### src/rtl/ufp_pkg.sv
package ufp_pkg;

  // Register byte offsets
  localparam logic [7:0] ADR_CTRL   = 8'h00;
  localparam logic [7:0] ADR_LEN    = 8'h04;
  localparam logic [7:0] ADR_SYNC   = 8'h08;
  localparam logic [7:0] ADR_ADDR   = 8'h0C;
  localparam logic [7:0] ADR_WILD   = 8'h10;
  localparam logic [7:0] ADR_GAP    = 8'h14;
  localparam logic [7:0] ADR_STAT   = 8'h18;
  localparam logic [7:0] ADR_ACKLEN = 8'h1C;
  localparam logic [7:0] ADR_ACKDAT = 8'h20;
  localparam logic [7:0] ADR_OWN0   = 8'h30;
  localparam logic [7:0] ADR_OWN1   = 8'h34;
  localparam logic [7:0] ADR_OWN2   = 8'h38;
  localparam logic [7:0] ADR_OWN3   = 8'h3C;

  // Field positions
  localparam int POS_EN      = 0;
  localparam int POS_DOWN    = 1;
  localparam int POS_CHK     = 2;
  localparam int POS_B1      = 8;
  localparam int POS_ALEN    = 16;
  localparam int POS_ACKIDX  = 8;

  // Sizes and special values
  localparam logic [7:0] OFF_NONE  = 8'hFF;
  localparam int         ACK_MAX   = 48;
  localparam logic [5:0] ACK_MAX_V = 6'h30;

  // Timing: gap timeout counted in milliseconds
  localparam int CLK_HZ     = 125_000_000;
  localparam int GAP_UNIT_MS = 1;
  localparam int MS_CYCLES  = CLK_HZ / 1000 * GAP_UNIT_MS;

  typedef enum logic [1:0] {
    UFP_CHK_NONE  = 2'b00,
    UFP_CHK_START = 2'b01,
    UFP_CHK_STOP  = 2'b10,
    UFP_CHK_BOTH  = 2'b11
  } ufp_chk_e;

  typedef enum logic [0:0] {
    UFP_ST_IDLE = 1'b0,
    UFP_ST_RECV = 1'b1
  } ufp_st_e;

  typedef struct packed {
    logic         enable;
    logic         down_dir;
    ufp_chk_e     chk;
    logic [7:0]   len_off;
    logic [7:0]   len_amend;
    logic [7:0]   sync_start;
    logic [7:0]   sync_stop;
    logic [7:0]   dn_off;
    logic [7:0]   up_off;
    logic [4:0]   addr_len;
    logic [7:0]   bcast_wc;
    logic [7:0]   mcast_wc;
    logic [15:0]  gap_ms;
    logic [5:0]   ack_len;
    logic [127:0] own_addr;
  } ufp_cfg_s;

  typedef struct packed {
    logic        good;
    logic        bcast;
    logic        addr_match;
    logic [15:0] len;
  } ufp_frm_s;

  // Reset values
  localparam ufp_cfg_s CFG_RST = '{
    enable: 1'b0, down_dir: 1'b0, chk: UFP_CHK_NONE,
    len_off: 8'hFF, len_amend: 8'hFF, sync_start: 8'h00, sync_stop: 8'h00,
    dn_off: 8'hFF, up_off: 8'hFF, addr_len: 5'h01, bcast_wc: 8'h00,
    mcast_wc: 8'h00, gap_ms: 16'h0001, ack_len: 6'h00, own_addr: 128'h0
  };
  localparam ufp_frm_s FRM_RST = '{good: 1'b0, bcast: 1'b0, addr_match: 1'b0, len: 16'h0000};

endpackage : ufp_pkg

### src/rtl/ufp_parser.sv
`timescale 1ns/1ps
module ufp_parser
  import ufp_pkg::*;
#(
  parameter int MS_CYC = MS_CYCLES
) (
  // Clock and reset
  input  wire logic        hclk,
  input  wire logic        hresetn,
  // AHB-Lite slave
  input  wire logic        hsel,
  input  wire logic [31:0] haddr,
  input  wire logic [1:0]  htrans,
  input  wire logic        hwrite,
  input  wire logic [2:0]  hsize,
  input  wire logic [31:0] hwdata,
  input  wire logic        hready,
  output logic      [31:0] hrdata,
  output logic             hreadyout,
  output logic             hresp,
  // Received host bytes
  input  wire logic [7:0]  rx_data,
  input  wire logic        rx_valid,
  // Frame byte stream out
  output logic      [7:0]  frm_data,
  output logic             frm_valid,
  output logic             frm_first,
  output logic             frm_done,
  output ufp_frm_s         frm_info,
  // Acknowledge stream to host
  output logic      [7:0]  tx_data,
  output logic             tx_valid,
  input  wire logic        tx_ready
);

  ufp_cfg_s    cfg_reg, cfg_next;
  logic        wpend_reg, wpend_next;
  logic [7:0]  waddr_reg, waddr_next;
  logic [31:0] rdata_next;
  logic        ack_wr;
  logic [15:0] good_cnt_reg, good_cnt_next;
  logic [15:0] bad_cnt_reg, bad_cnt_next;

  ufp_st_e     st_reg, st_next;
  logic [15:0] cnt_reg, cnt_next;
  logic [8:0]  tot_reg, tot_next;
  logic        known_reg, known_next;
  logic        bad_reg, bad_next;
  logic        match_reg, match_next;
  logic [31:0] ms_reg, ms_next;
  logic [15:0] gap_reg, gap_next;
  logic [7:0]  fd_next;
  logic        fv_next, ff_next, fdn_next;
  ufp_frm_s    info_next;
  logic        ack_go_reg, ack_go_next;

  logic        xparent, gap_exp, fresh, last, in_addr;
  logic [15:0] idx;
  logic [7:0]  aoff;
  logic [3:0]  k;
  logic [7:0]  own_b;
  logic [8:0]  aend;

  // Bus address phase; zero wait states, reads registered into the data phase.
  // Reads look through cfg_next so a read right behind a write sees the new value.
  always_comb begin
    wpend_next = 1'b0;
    waddr_next = waddr_reg;
    rdata_next = hrdata;
    if (hsel && hready && htrans[1]) begin
      wpend_next = hwrite;
      waddr_next = haddr[7:0];
      rdata_next = 32'h0000_0000;
      if (!hwrite) begin
        case (haddr[7:0])
          ADR_CTRL:   rdata_next = {28'h0, cfg_next.chk, cfg_next.down_dir, cfg_next.enable};
          ADR_LEN:    rdata_next = {16'h0, cfg_next.len_amend, cfg_next.len_off};
          ADR_SYNC:   rdata_next = {16'h0, cfg_next.sync_stop, cfg_next.sync_start};
          ADR_ADDR:   rdata_next = {11'h0, cfg_next.addr_len, cfg_next.up_off, cfg_next.dn_off};
          ADR_WILD:   rdata_next = {16'h0, cfg_next.mcast_wc, cfg_next.bcast_wc};
          ADR_GAP:    rdata_next = {16'h0, cfg_next.gap_ms};
          ADR_STAT:   rdata_next = {bad_cnt_reg, good_cnt_reg};
          ADR_ACKLEN: rdata_next = {26'h0, cfg_next.ack_len};
          ADR_OWN0:   rdata_next = cfg_next.own_addr[31:0];
          ADR_OWN1:   rdata_next = cfg_next.own_addr[63:32];
          ADR_OWN2:   rdata_next = cfg_next.own_addr[95:64];
          ADR_OWN3:   rdata_next = cfg_next.own_addr[127:96];
          default:    rdata_next = 32'h0000_0000;
        endcase
      end
    end
  end

  // Bus data phase writes; unmapped offsets are ignored
  always_comb begin
    cfg_next = cfg_reg;
    ack_wr   = 1'b0;
    if (wpend_reg) begin
      case (waddr_reg)
        ADR_CTRL: begin
          cfg_next.enable   = hwdata[POS_EN];
          cfg_next.down_dir = hwdata[POS_DOWN];
          cfg_next.chk      = ufp_chk_e'(hwdata[POS_CHK +: 2]);
        end
        ADR_LEN: begin
          cfg_next.len_off   = hwdata[7:0];
          cfg_next.len_amend = hwdata[POS_B1 +: 8];
        end
        ADR_SYNC: begin
          cfg_next.sync_start = hwdata[7:0];
          cfg_next.sync_stop  = hwdata[POS_B1 +: 8];
        end
        ADR_ADDR: begin
          cfg_next.dn_off   = hwdata[7:0];
          cfg_next.up_off   = hwdata[POS_B1 +: 8];
          cfg_next.addr_len = hwdata[POS_ALEN +: 5];
        end
        ADR_WILD: begin
          cfg_next.bcast_wc = hwdata[7:0];
          cfg_next.mcast_wc = hwdata[POS_B1 +: 8];
        end
        ADR_GAP:    cfg_next.gap_ms = hwdata[15:0];
        ADR_ACKLEN: cfg_next.ack_len = (hwdata[5:0] > ACK_MAX_V) ? ACK_MAX_V : hwdata[5:0];
        ADR_ACKDAT: ack_wr = 1'b1;
        ADR_OWN0:   cfg_next.own_addr[31:0]   = hwdata;
        ADR_OWN1:   cfg_next.own_addr[63:32]  = hwdata;
        ADR_OWN2:   cfg_next.own_addr[95:64]  = hwdata;
        ADR_OWN3:   cfg_next.own_addr[127:96] = hwdata;
        default:    cfg_next = cfg_reg;
      endcase
    end
  end

  always_ff @(posedge hclk or negedge hresetn) begin
    if (!hresetn) begin
      cfg_reg   <= CFG_RST;
      wpend_reg <= 1'b0;
      waddr_reg <= 8'h00;
      hrdata    <= 32'h0000_0000;
      hreadyout <= 1'b1;
      hresp     <= 1'b0;
    end else begin
      cfg_reg   <= cfg_next;
      wpend_reg <= wpend_next;
      waddr_reg <= waddr_next;
      hrdata    <= rdata_next;
      hreadyout <= 1'b1;
      hresp     <= 1'b0;
    end
  end

  // Frame parser; transparent when no sync check is selected
  always_comb begin
    xparent    = (cfg_reg.chk == UFP_CHK_NONE);
    gap_exp    = (st_reg == UFP_ST_RECV) && (gap_reg > cfg_reg.gap_ms);
    fresh      = (st_reg == UFP_ST_IDLE) || gap_exp;
    idx        = fresh ? 16'h0000 : cnt_reg;
    aoff       = cfg_reg.down_dir ? cfg_reg.dn_off : cfg_reg.up_off;
    aend       = {1'b0, aoff} + {4'h0, cfg_reg.addr_len};
    in_addr    = !xparent && aoff != OFF_NONE && idx >= {8'h00, aoff}
                 && idx < {7'h00, aend};
    k          = 4'(idx - {8'h00, aoff});
    own_b      = cfg_reg.own_addr[{k, 3'b000} +: 8];
    last       = 1'b0;
    st_next    = st_reg;
    cnt_next   = cnt_reg;
    tot_next   = tot_reg;
    known_next = known_reg;
    bad_next   = bad_reg;
    match_next = match_reg;
    fd_next    = frm_data;
    fv_next    = 1'b0;
    ff_next    = 1'b0;
    fdn_next   = 1'b0;
    info_next  = frm_info;
    // Millisecond prescaler and gap count since the last byte
    ms_next    = (ms_reg >= 32'(MS_CYC - 1)) ? 32'h0000_0000 : ms_reg + 32'h0000_0001;
    gap_next   = (ms_reg >= 32'(MS_CYC - 1) && gap_reg != 16'hFFFF) ? gap_reg + 16'h0001
                                                                     : gap_reg;
    // Gap closes the frame: good in transparent mode, discarded otherwise
    if (gap_exp) begin
      st_next              = UFP_ST_IDLE;
      fdn_next             = 1'b1;
      info_next.good       = xparent && !bad_reg;
      info_next.bcast      = 1'b1;
      info_next.addr_match = match_reg;
      info_next.len        = cnt_reg;
    end
    if (rx_valid && cfg_reg.enable) begin
      st_next    = UFP_ST_RECV;
      gap_next   = 16'h0000;
      ms_next    = 32'h0000_0000;
      cnt_next   = idx + 16'h0001;
      fd_next    = rx_data;
      fv_next    = 1'b1;
      ff_next    = fresh;
      if (fresh) begin
        bad_next   = 1'b0;
        match_next = 1'b1;
        known_next = (cfg_reg.len_off == OFF_NONE);
        tot_next   = {1'b0, cfg_reg.len_amend};
      end
      // Start sync on first byte when enabled
      if (cfg_reg.chk[0] && idx == 16'h0000 && rx_data != cfg_reg.sync_start) begin
        bad_next = 1'b1;
      end
      // Variable length taken from the length byte
      if (!xparent && cfg_reg.len_off != OFF_NONE && idx == {8'h00, cfg_reg.len_off}) begin
        known_next = 1'b1;
        tot_next   = {1'b0, rx_data} + {1'b0, cfg_reg.len_amend};
      end
      // Address filter; wildcard bytes always pass
      if (in_addr && rx_data != cfg_reg.bcast_wc && rx_data != cfg_reg.mcast_wc
          && rx_data != own_b) begin
        match_next = 1'b0;
      end
      last = !xparent && known_next && cnt_next >= {7'h00, tot_next};
      if (last) begin
        st_next              = UFP_ST_IDLE;
        fdn_next             = 1'b1;
        if (cfg_reg.chk[1] && rx_data != cfg_reg.sync_stop) begin
          bad_next = 1'b1;
        end
        info_next.good       = !bad_next;
        info_next.bcast      = (aoff == OFF_NONE);
        info_next.addr_match = match_next;
        info_next.len        = cnt_next;
      end
    end
    ack_go_next   = fdn_next && info_next.good;
    good_cnt_next = good_cnt_reg + {15'h0000, ack_go_next};
    bad_cnt_next  = bad_cnt_reg + {15'h0000, fdn_next && !info_next.good};
  end

  always_ff @(posedge hclk or negedge hresetn) begin
    if (!hresetn) begin
      st_reg       <= UFP_ST_IDLE;
      cnt_reg      <= 16'h0000;
      tot_reg      <= 9'h000;
      known_reg    <= 1'b0;
      bad_reg      <= 1'b0;
      match_reg    <= 1'b1;
      ms_reg       <= 32'h0000_0000;
      gap_reg      <= 16'h0000;
      frm_data     <= 8'h00;
      frm_valid    <= 1'b0;
      frm_first    <= 1'b0;
      frm_done     <= 1'b0;
      frm_info     <= FRM_RST;
      ack_go_reg   <= 1'b0;
      good_cnt_reg <= 16'h0000;
      bad_cnt_reg  <= 16'h0000;
    end else begin
      st_reg       <= st_next;
      cnt_reg      <= cnt_next;
      tot_reg      <= tot_next;
      known_reg    <= known_next;
      bad_reg      <= bad_next;
      match_reg    <= match_next;
      ms_reg       <= ms_next;
      gap_reg      <= gap_next;
      frm_data     <= fd_next;
      frm_valid    <= fv_next;
      frm_first    <= ff_next;
      frm_done     <= fdn_next;
      frm_info     <= info_next;
      ack_go_reg   <= ack_go_next;
      good_cnt_reg <= good_cnt_next;
      bad_cnt_reg  <= bad_cnt_next;
    end
  end

  // Acknowledge packet store and sender
  ufp_ack_tx u_ack (
    .hclk     (hclk),
    .hresetn  (hresetn),
    .wr_en    (ack_wr),
    .wr_idx   (hwdata[POS_ACKIDX +: 6]),
    .wr_data  (hwdata[7:0]),
    .ack_len  (cfg_reg.ack_len),
    .start    (ack_go_reg),
    .tx_data  (tx_data),
    .tx_ready (tx_ready),
    .tx_valid (tx_valid)
  );

endmodule : ufp_parser

### src/rtl/ufp_ack_tx.sv
`timescale 1ns/1ps
module ufp_ack_tx
  import ufp_pkg::*;
(
  // Clock and reset
  input  wire logic       hclk,
  input  wire logic       hresetn,
  // Packet store write port
  input  wire logic       wr_en,
  input  wire logic [5:0] wr_idx,
  input  wire logic [7:0] wr_data,
  input  wire logic [5:0] ack_len,
  // Send request
  input  wire logic       start,
  // Byte stream to host
  output logic      [7:0] tx_data,
  input  wire logic       tx_ready,
  output logic            tx_valid
);

  logic [7:0] mem_reg [ACK_MAX];
  logic [5:0] idx_reg, idx_next;
  logic [7:0] dat_next;
  logic       vld_next;

  // One flop row per stored byte
  genvar g;
  generate
    for (g = 0; g < ACK_MAX; g++) begin : g_mem
      always_ff @(posedge hclk or negedge hresetn) begin
        if (!hresetn) begin
          mem_reg[g] <= 8'h00;
        end else if (wr_en && wr_idx == 6'(g)) begin
          mem_reg[g] <= wr_data;
        end
      end
    end
  endgenerate

  // Send sequencer; a request while busy is dropped, an empty packet sends nothing
  always_comb begin
    idx_next = idx_reg;
    dat_next = tx_data;
    vld_next = tx_valid;
    if (!tx_valid) begin
      if (start && ack_len != 6'h00) begin
        idx_next = 6'h00;
        dat_next = mem_reg[0];
        vld_next = 1'b1;
      end
    end else if (tx_ready) begin
      idx_next = idx_reg + 6'h01;
      if (idx_next >= ack_len || idx_next >= ACK_MAX_V) begin
        vld_next = 1'b0;
      end else begin
        dat_next = mem_reg[idx_next];
      end
    end
  end

  always_ff @(posedge hclk or negedge hresetn) begin
    if (!hresetn) begin
      idx_reg  <= 6'h00;
      tx_data  <= 8'h00;
      tx_valid <= 1'b0;
    end else begin
      idx_reg  <= idx_next;
      tx_data  <= dat_next;
      tx_valid <= vld_next;
    end
  end

endmodule : ufp_ack_tx

### config.mk
export PLATFORM = sky130hd
export DESIGN_NAME = ufp_parser
export DESIGN_NICKNAME = d
export VERILOG_FILES = /design/src/rtl/ufp_pkg.sv /design/src/rtl/ufp_parser.sv /design/src/rtl/ufp_ack_tx.sv
export SDC_FILE = /design/constraint.sdc
export NUM_CORES = 1
export LEC_CHECK = 0
export BUFFER_PORTS_ARGS = -buffer_cell sky130_fd_sc_hd__buf_2
export CAP_MARGIN = 20
export CELL_PAD_IN_SITES_DETAIL_PLACEMENT = 0
export CELL_PAD_IN_SITES_GLOBAL_PLACEMENT = 1
export CORE_MARGIN = 4
export CORE_UTILIZATION = 50
export CTS_CLUSTER_SIZE = 8
export DETAILED_ROUTE_END_ITERATION = 16
export PLACE_DENSITY_LB_ADDON = 0.08
export SYNTH_ARGS = -nofsm -noshare
export SYNTH_HDL_FRONTEND = slang
export SYNTH_SLANG_ARGS = --single-unit
### constraint.sdc
create_clock -name hclk -period 7.7 [get_ports hclk]
set_input_delay 1.155 -clock hclk [delete_from_list [all_inputs] [get_ports hclk]]
set_output_delay 1.155 -clock hclk [all_outputs]
set_load 0.05 [all_outputs]
# Word level (Yosys, flattened, before mapping)
# Cells that the tools add are included.
totals:
  reg_bits: 803
  inputBits: 84
  out_inout_bits: 73
  wordCells: 341
classes:
  addsub: 9
  n_lt_le_gt_ge: 9
  eq_ne: 82
  shift: 1
  mux: 63
  bitwise_logic: 2
  n_reduce_logical: 87
ops:
  columns: ["operator", "n"]
  rows:
  - ["32-bit case mux with 12 select lines", 1]
  - ["32-bit 2-to-1 mux", 7]
  - ["223-bit 2-to-1 mux", 1]
  - ["128-bit by 8-bit indexed part select with 8-bit output", 1]
  - ["16-bit 2-to-1 mux", 7]
  - ["6-bit by 5-bit == test with 1-bit output, second input constant", 16]
  - ["6-bit == test, second input constant", 16]
  - ["8-bit by 6-bit == test with 1-bit output, second input constant", 9]
  - ["1-bit logical AND", 70]
  - ["19-bit 2-to-1 mux", 3]
  - ["8-bit by 5-bit == test with 1-bit output, second input constant", 7]
  - ["8-bit 2-to-1 mux", 7]
  - ["8-bit binary-select mux with 6-bit select", 1]
  - ["6-bit by 4-bit == test with 1-bit output, second input constant", 8]
  - ["8-bit inequality test", 5]
  - ["16-bit by 1-bit adder with 16-bit output", 2]
  - ["16-bit by 1-bit adder with 16-bit output, second input constant", 2]
  - ["32-bit by 1-bit adder with 32-bit output, second input constant", 1]
  - ["8-bit by 4-bit == test with 1-bit output, second input constant", 4]
  - ["32-bit by 17-bit >= comparator with 1-bit output, second input constant", 1]
  - ["6-bit 2-to-1 mux", 5]
  - ["9-bit 2-to-1 mux", 3]
  - ["1-bit 2-to-1 mux", 26]
  - ["6-bit by 3-bit == test with 1-bit output, second input constant", 4]
  - ["other kinds (34)", 46]

# Depth between registers and ports, before layout
# Gate-level depths: netlist of run 1.
logic_depth:
  depth_word: 18
  mapped_depth: 30
  ltp_nobuf: 27

# Modules after synthesis
# From an unflattened synthesis of run 1, not the netlist that was laid out.
unflattened:
  cells_unflattened: 3241
  area_unflattened_um2: 40400.0
by_module_without_submodules:
  columns: ["mod", "n_inst", "cells_each", "area_per_inst_um2"]
  rows:
  - ["ufp_parser", 1, 1982, 21495.6]
  - ["ufp_ack_tx", 1, 1259, 18904.4]

# Least setup slack after synthesis of run 1
# Ideal clock, no wire load.
synth_path:
  path_type: "register -> register"
  startpoint: "register gap_reg[15]"
  endpoint: "register bad_cnt_reg[12]"
  setup_ns: 0.079
  arrival_time_ns: 5.751
  t_required_ns: 7.621
  slack_ns: 1.870
  stages_incl_launch_ff: 30
  synth_period_minus_slack_ns: 5.830
  cell_sequence: "dfrtp_1 > ha_1 > nand4_1 > nor4_2 > and3_1 > a31o_2 > clkbuf_1 > buf_1 > nand2_1 > inv_1 > ha_1 > nand4_1 > nor2_1 > xnor2_1 > inv_1 > ha_1 > nand3_1 > o21ai_0 > a31oi_1 > a211oi_1 > a21boi_4 > buf_6 > and2_1 > or2_1 > ha_1 > ha_1 > nand2_1 > or2_2 > nor2_1 > xor2_1"
synth_via:
  elab_chain_cells: 17
  word_cells_on_any_way: 34
synth_rtl:
  columns: ["element", "line", "source"]
  rows:
  - ["start, declared", "ufp_parser.sv:51", "logic [15:0] gap_reg, gap_next;"]
  - ["start signal, assigned", "ufp_parser.sv:261", "gap_reg <= gap_next;"]
  - ["16-bit > comparator (*)", "ufp_parser.sv:155", "gap_exp = (st_reg == UFP_ST_RECV) && (gap_reg > cfg_reg.gap_ms);"]
  - ["1-bit logical AND (*)", "ufp_parser.sv:155", null]
  - ["branches (longest 13 deep; another with 16-bit by 1-bit adder with 16-bit output)", null, null]
  - ["1-bit logical AND (*)", "ufp_parser.sv:232", "bad_cnt_next = bad_cnt_reg + {15'h0000, fdn_next && !info_next.good};"]
  - ["16-bit by 1-bit adder with 16-bit output (*)", "ufp_parser.sv:232", null]
  - ["named net bad_cnt_next[12]", "ufp_parser.sv:42", "logic [15:0] bad_cnt_reg, bad_cnt_next;"]
  - ["end signal, assigned", "ufp_parser.sv:269", "bad_cnt_reg <= bad_cnt_next;"]
  - ["end, declared", "ufp_parser.sv:42", null]
# Mark *: on every way through the listed nets, which the timed path passes. The select of a mux whose other input is x is not followed.
# A chain may end at the register's enable or synchronous reset.

# Worst setup path in the final report of run 1
layout_path:
  startpoint: "register gap_reg[15]"
  endpoint: "register good_cnt_reg[12]"
layout_via:
  elab_chain_cells: 16
  word_cells_on_any_way: 33
layout_rtl:
  columns: ["element", "line", "source"]
  rows:
  - ["16-bit > comparator (*)", "ufp_parser.sv:155", null]
  - ["1-bit logical AND (*)", "ufp_parser.sv:155", null]
  - ["branches (longest 12 deep; another with 16-bit by 1-bit adder with 16-bit output)", null, null]
  - ["1-bit logical AND (*)", "ufp_parser.sv:230", "ack_go_next = fdn_next && info_next.good;"]
  - ["named net ack_go_next", "ufp_parser.sv:55", "logic ack_go_reg, ack_go_next;"]
  - ["16-bit by 1-bit adder with 16-bit output (*)", "ufp_parser.sv:231", "good_cnt_next = good_cnt_reg + {15'h0000, ack_go_next};"]
  - ["named net good_cnt_next[12]", "ufp_parser.sv:41", "logic [15:0] good_cnt_reg, good_cnt_next;"]
  - ["end signal, assigned", "ufp_parser.sv:268", "good_cnt_reg <= good_cnt_next;"]
  - ["end, declared", "ufp_parser.sv:41", null]
# Marks and branches as above.

==> results of run 1 <==
## through the flow
step                instance area, um2  std cells  utilization [%]  setup WS [ns]
floorplan                        40200       3188                -           1.87
finish                           45000       4397             56.8           1.10
global placement                 41800       4205             52.8           1.15
detailed placement               41800       4206             52.8           1.10
global route                     45000       4391             56.8          0.552
CTS                              45000       4387             56.8           1.08
## per-layer routing
metal  GRT usage (%)  up-vias
met5               0        -
met4            8.61       14
met3            4.95      217
met2            45.0      790
met1            37.5    14103
li1                -    11780
## path summary, 6_finish.rpt
| check | end | startpoint | slack, ns | depth (start not counted) |
|---|---|---|---|---|
| min in group hclk | frm_data[0]$_DFFE_PN0P_ | frm_data[0]$_DFFE_PN0P_ | 0.47 | 2 |
| max in group asynchronous | u_ack.idx_reg[0]$_DFFE_PN0P_ | hresetn | 5.70 | 2 |
| hold reg to reg | frm_data[0]$_DFFE_PN0P_ | frm_data[0]$_DFFE_PN0P_ | 0.47 | 2 |
| hold / removal | cfg_reg[23]$_DFF_PN0_ | hresetn | 0.45 | 1 |
| setup reg to reg | good_cnt_reg[12]$_DFF_PN0_ | gap_reg[15]$_DFFE_PN0P_ | 1.10 | 26 |
| setup / recovery | good_cnt_reg[12]$_DFF_PN0_ | gap_reg[15]$_DFFE_PN0P_ | 1.10 | 26 |
## cells in the final DEF (no fill, tap or decap), drive strengths merged, types with 27 or more instances in the layout
cell type / count
mux2i: 63
xnor2: 70
nand2: 238
clkbuf: 174
dfrtp: 768
nand3: 103
inv: 91
ha: 69
mux4: 152
dfstp: 35
a21oi: 67
nor3: 29
nand4: 43
xor2: 59
buf: 185
mux2: 605
o21ai: 76
a32oi: 27
nor2: 150
## logic make-up after synthesis
logic type	Yosys count	synth area share [%]
AOI/OAI and AO/OA	349	6.16
xor gates and xnor gates	129	2.84
adders and majority gates	72	2.30
buffers and inverters	305	2.98
DFF	803	50.2
muxes	820	27.1
other	2	0.0187
and+or+nand+nor	693	8.39
## Yosys cell counts (all sizes together), types with 19 or more instances
master	n	area share, %
and2	22	0.34
nand4	43	0.67
mux2i	63	1.6
a21oi	67	0.85
mux2	605	17
nand2	238	2.2
clkbuf	157	1.5
mux4	152	8.5
nand3	103	1.3
buf	59	0.68
a32oi	27	0.59
dfrtp	768	48
xor2	59	1.3
ha	69	2.2
xnor2	70	1.5
nor3	29	0.39
nor2	150	1.6
a31oi	21	0.37
dfstp	35	2.3
o21ai	76	0.95
a22o	19	0.41
inv	89	0.83
nor4	25	0.45
nor2b	25	0.39
## layout make-up
type                            count  share of cell area [%]
Antenna cell                        9                  0.0500
Clock buffer                      174                    6.64
Clock inverter                      7                   0.367
Inverter                           89                   0.742
Multi-Input combinational cell   2080                    42.0
Sequential cell                   803                    44.7
Tap cell                         1050                    2.92
Timing Repair Buffer              185                    2.52
## worst register-to-register path, cell delays in order, from the launching register on
cell and delay [ns]:
dfrtp_1 0.43, ha_1 0.35, nand4_1 0.21, nor4_2 0.43, and3_1 0.29, a31o_2 0.26
nand2_1 0.20, inv_1 0.18, ha_1 0.23, nand4_1 0.23, nor2_1 0.25, xnor2_1 0.21
inv_1 0.08, ha_1 0.30, nand3_1 0.06, o21ai_0 0.16, a31oi_1 0.11, a211oi_1 0.39
nand2_1 0.19, o21ai_0 0.51, ha_1 0.31, ha_1 0.20, and3_1 0.21, and3_1 0.23
and3_1 0.24, nand3_1 0.11, xnor2_1 0.14
## report_power, final
part	switching, uW	internal [uW]	total, uW
Sequential	215	4390	4610
Combinational	1550	1060	2610
Clock	1850	2640	4490
==> impl_metrics.json, run 1 <==
{
  "postCtsSetupRepairBufs": 0,
  "grtUsageTotal_pct": 27.4,
  "slowest_stage": "o21ai_0",
  "grt_overflow_total": 0,
  "start_kind": "flop",
  "fillers": 6586,
  "multi_input_area_um2": 18900,
  "syn_area_um2": 40100,
  "max-slew-margin-rel_pct": 24.6,
  "vdd_drop_max_mv": 0.202,
  "worstSetupPathType": "flop to flop",
  "fin_skew_ns": 0.0560,
  "end_kind": "flop",
  "finalPower_uw": 11700,
  "wl_per_cell_um": 26.6,
  "grt_pass1_wl_mm": 178,
  "cts_buffers": 110,
  "min_period_ns": 6.60,
  "fmax_mhz": 152,
  "crit_family": "simple AND/OR/NAND/NOR gates",
  "die_h_um": 291,
  "clock_latency_ns": 0.69,
  "chipWidth_um": 291,
  "synth_warnings": 0,
  "seqCellArea_um2": 20100,
  "grt_pass1_vias": 27858,
  "critPathMaxFanout": 7,
  "cp.required_ns": 8.25,
  "synth_cells": 3173,
  "grt_antenna_before_repair": 15,
  "port_buffers": 126,
  "status": "complete, no violations",
  "hpwl_mm": 78.9,
  "clock_path_buffers": 3,
  "wl_mm": 117,
  "cpMostUsedCell": "ha_1",
  "route.met2.wl_mm": 56.6,
  "vias": 26904,
  "cts_root_buffer": "clkbuf_16",
  "routabilityCongestion": 0.907,
  "drt_first_pass_iters": 6,
  "powerDensity_nw_per_um2": 260,
  "h-tree-depth": 3,
  "finalNetCount": 3425,
  "cts.sinks": 803,
  "maxSlewViolCount": 0,
  "drc": 0,
  "p_leak_uw": 0.0210,
  "synth_seq_cells": 803,
  "seq_area_frac_synth_pct": 50.2,
  "coreArea_um2": 79300,
  "synth-edff-count": 0,
  "io_pins": 157,
  "hp-class": "input port to async pin",
  "cts_resized": 0,
  "m1WireLength_mm": 49.8,
  "start_util_pct": 50.6,
  "path_buf_inv": 2,
  "period_share_pct": 85.7,
  "highest_layer": "met5",
  "hold_viol": 0,
  "cap_violations": 0,
  "tns_ns": 0,
  "arrival_ns": 7.14,
  "drive_gt1_share_pct": 34.2,
  "grt_max_degree": 166,
  "synthArstFlopShare_pct": 100,
  "ctsHoldBuffers": 0,
  "setup_viol": 0,
  "cpPeakStageDelay_ns": 0.51,
  "ant_nets": 0,
  "whs_ns": 0.447,
  "viasPerCell": 6.12,
  "rsz0062_at_grt": "false",
  "ys.flop_type": "dfrtp_1",
  "first_iter_violations": 1876,
  "largest_register_ffs": 384,
  "max_slew.worst_pin.slew_ns": 1.13,
  "die_area_um2": 84800,
  "synth_cell_types": 81,
  "cts_tree": "yes",
  "rows": 103,
  "wl_met3_mm": 6.64,
  "clkTransAtPathRegs_ns": 0.05,
  "area_growth_pct": 12.3,
  "synth_area_per_cell_um2": 12.6
}
Note: power is estimated with default switching activity, not from simulation.
==> run 2: changes to the inputs <==
Clock period 7.7 ns to 6.3 ns, I/O delays scaled along.
==> run 2 against run 1 <==
  * Combinational power is 23% higher
  * Global-route usage is 0.34 points higher
  * Sequential power is 22% higher
  * Utilization is 0.057 points higher
  * Register-to-register slack worse by 0.70 ns
  * Clock power is 20% higher
  * Highest routed layer unchanged
==> impl_metrics.json, run 2 (synthesized netlist as in run 1, its figures left out) <==
{
  "status": "complete, no violations",
  "fillers": 6601,
  "h-tree-depth": 3,
  "fin_cells": 4395,
  "area_growth_pct": 12.4,
  "rsz0062_at_grt": "false",
  "start_util_pct": 50.6,
  "clock_latency_ns": 0.68,
  "hp-class": "input port to async pin",
  "arrival_ns": 6.44,
  "swShare_pct": 30.6,
  "hpwl_mm": 81.0,
  "cts_root_buffer": "clkbuf_16",
  "cap_violations": 0,
  "clkTransAtPathRegs_ns": 0.05,
  "powerDensity_nw_per_um2": 317,
  "chipWidth_um": 291,
  "worstSetupPathType": "flop to flop",
  "setup_viol": 0,
  "drt_first_pass_iters": 5,
  "fin_area_um2": 45100,
  "mostFrequentLayoutCells": "dfrtp_1, mux2_2, nand2_1",
  "cts.sinks": 803,
  "routabilityCongestion": 0.893,
  "grt_overflow_total": 0,
  "place_area_um2": 41900,
  "rrSetupSlack_ns": 0.40,
  "p_int_uw": 9910,
  "grtUsageTotal_pct": 27.8,
  "fmax_mhz": 170,
  "grt_antenna_before_repair": 12,
  "maxSlewViolCount": 0,
  "p_leak_uw": 0.0211,
  "cts_buffers": 110,
  "hold_viol": 0,
  "end_kind": "flop",
  "die_h_um": 291,
  "power_frac_comb_pct": 22.6,
  "wl_per_cell_um": 26.8,
  "largest_register_ffs": 384,
  "cp.required_ns": 6.84,
  "setup_ws_ns": 0.404,
  "period_share_pct": 93.6,
  "wl_mm": 118,
  "die_area_um2": 84800,
  "vias": 26978,
  "ant_nets": 0,
  "vdd_drop_max_mv": 0.281,
  "min_period_ns": 5.90,
  "pre_cts_ws_ns": -0.0620,
  "cts_tree": "yes",
  "coreArea_um2": 79300,
  "critPathMaxFanout": 11,
  "port_buffers": 126,
  "grt_pass1_wl_mm": 181,
  "final_common_cell": "dfrtp_1",
  "p_sw_uw": 4370,
  "start_kind": "flop",
  "max-slew-margin-rel_pct": 21.5,
  "viasPerCell": 6.14,
  "drc": 0,
  "grt_pass1_vias": 28397,
  "clock_path_buffers": 3,
  "fin_skew_ns": 0.0439,
  "io_pins": 157,
  "clkPwrFrac_pct": 37.9,
  "max_slew.worst_pin.slew_ns": 1.18,
  "place_inst": 4214,
  "sequentialPowerShare_pct": 39.5,
  "rows": 103,
  "drive_gt1_share_pct": 34.6,
  "first_iter_violations": 1795,
  "finalNetCount": 3435,
  "grt_max_degree": 193,
  "ctsHoldBuffers": 0
}
run 2: cell count changes in the layout (fill, tap and decap cells not counted), sizes merged:
cell,before,now
clkinv,5,2
clkbuf,174,168
diode,9,5
buf,185,195
inv,91,92
run 2: worst paths after layout:
check                           cells past startpoint                     from                             end
worst max-delay path                               27  gap_reg[15]$_DFFE_PN0P_      good_cnt_reg[14]$_DFF_PN0_
worst min-delay path                                1                  hresetn           cfg_reg[24]$_DFF_PN0_
worst max register to register                     27  gap_reg[15]$_DFFE_PN0P_      good_cnt_reg[14]$_DFF_PN0_
worst min register to register                      2    hrdata[2]$_DFFE_PN0P_           hrdata[2]$_DFFE_PN0P_
max in group asynchronous                           2                  hresetn  u_ack.mem_reg[304]$_DFFE_PN0P_
min in group hclk                                   2    hrdata[2]$_DFFE_PN0P_           hrdata[2]$_DFFE_PN0P_
run 2: layer usage:
layer  vias up  track usage (%)  wire length [um]
li1      11791                -                 -
met1     14193             37.0             49100
met2       762             45.6             57200
met3       224             5.48              6950
met4         8             9.98              4580
met5         -                0                46
run 2: power by group through the flow:
stage,logic (uW),clock network (uW),registers [uW]
3_5_place_dp,3230,0,5730
4_1_cts,3240,5530,5640
6_report,3220,5410,5640
5_1_grt,3480,5750,5670
2_1_floorplan,2260,0,5650
3_3_place_gp,3180,0,5720
run 2: critical path: stages (launching register included):
cell and delay, ns:
dfrtp_1 0.44, ha_1 0.33, nand4_1 0.11, buf_4 0.15, nor3_2 0.07, nor4b_4 0.38, a31o_4 0.30, and2_1 0.27
ha_1 0.25, nand4_1 0.16, nor2_2 0.17, xnor2_1 0.20, inv_1 0.09, ha_1 0.31, nand3_1 0.07, o21ai_0 0.17
a31oi_1 0.12, a211oi_2 0.34, nand2_1 0.19, o21ai_0 0.22, buf_4 0.17, ha_1 0.19, ha_1 0.19, and3_1 0.19
and3_1 0.22, and3_1 0.24, nand3_1 0.11, xnor2_1 0.14
run 2: what timing repair did:
item                                   in CTS  in global routing
cloned                                      0                  0
endpoints found under the hold margin       0                  0
resized for setup                           1                  6
setup buffers                               0                  2
pin swaps                                   0                  3
setup endpoints to repair                   5                 13
run 2: cell type report:
cell class,count,area [um2],area share (%)
Antenna cell,5,12.5,0.0277
Clock buffer,168,2980,6.61
Clock inverter,5,95.1,0.211
Inverter,89,334,0.741
Multi-Input combinational cell,2080,19000,42.1
Sequential cell,803,20100,44.7
Tap cell,1050,1310,2.91
Timing Repair Buffer,195,1240,2.75
run 2: through the flow:
step	power (uW)	utilization (%)	TNS, ns	hold slack, ns
floorplan	7900	-	0	0.445
global placement	8900	52.9	-0.00146	0.455
detailed placement	8960	52.9	-0.125	0.462
CTS	14400	56.8	0	0.320
global route	14900	56.9	0	0.362
finish	14300	56.9	0	0.308
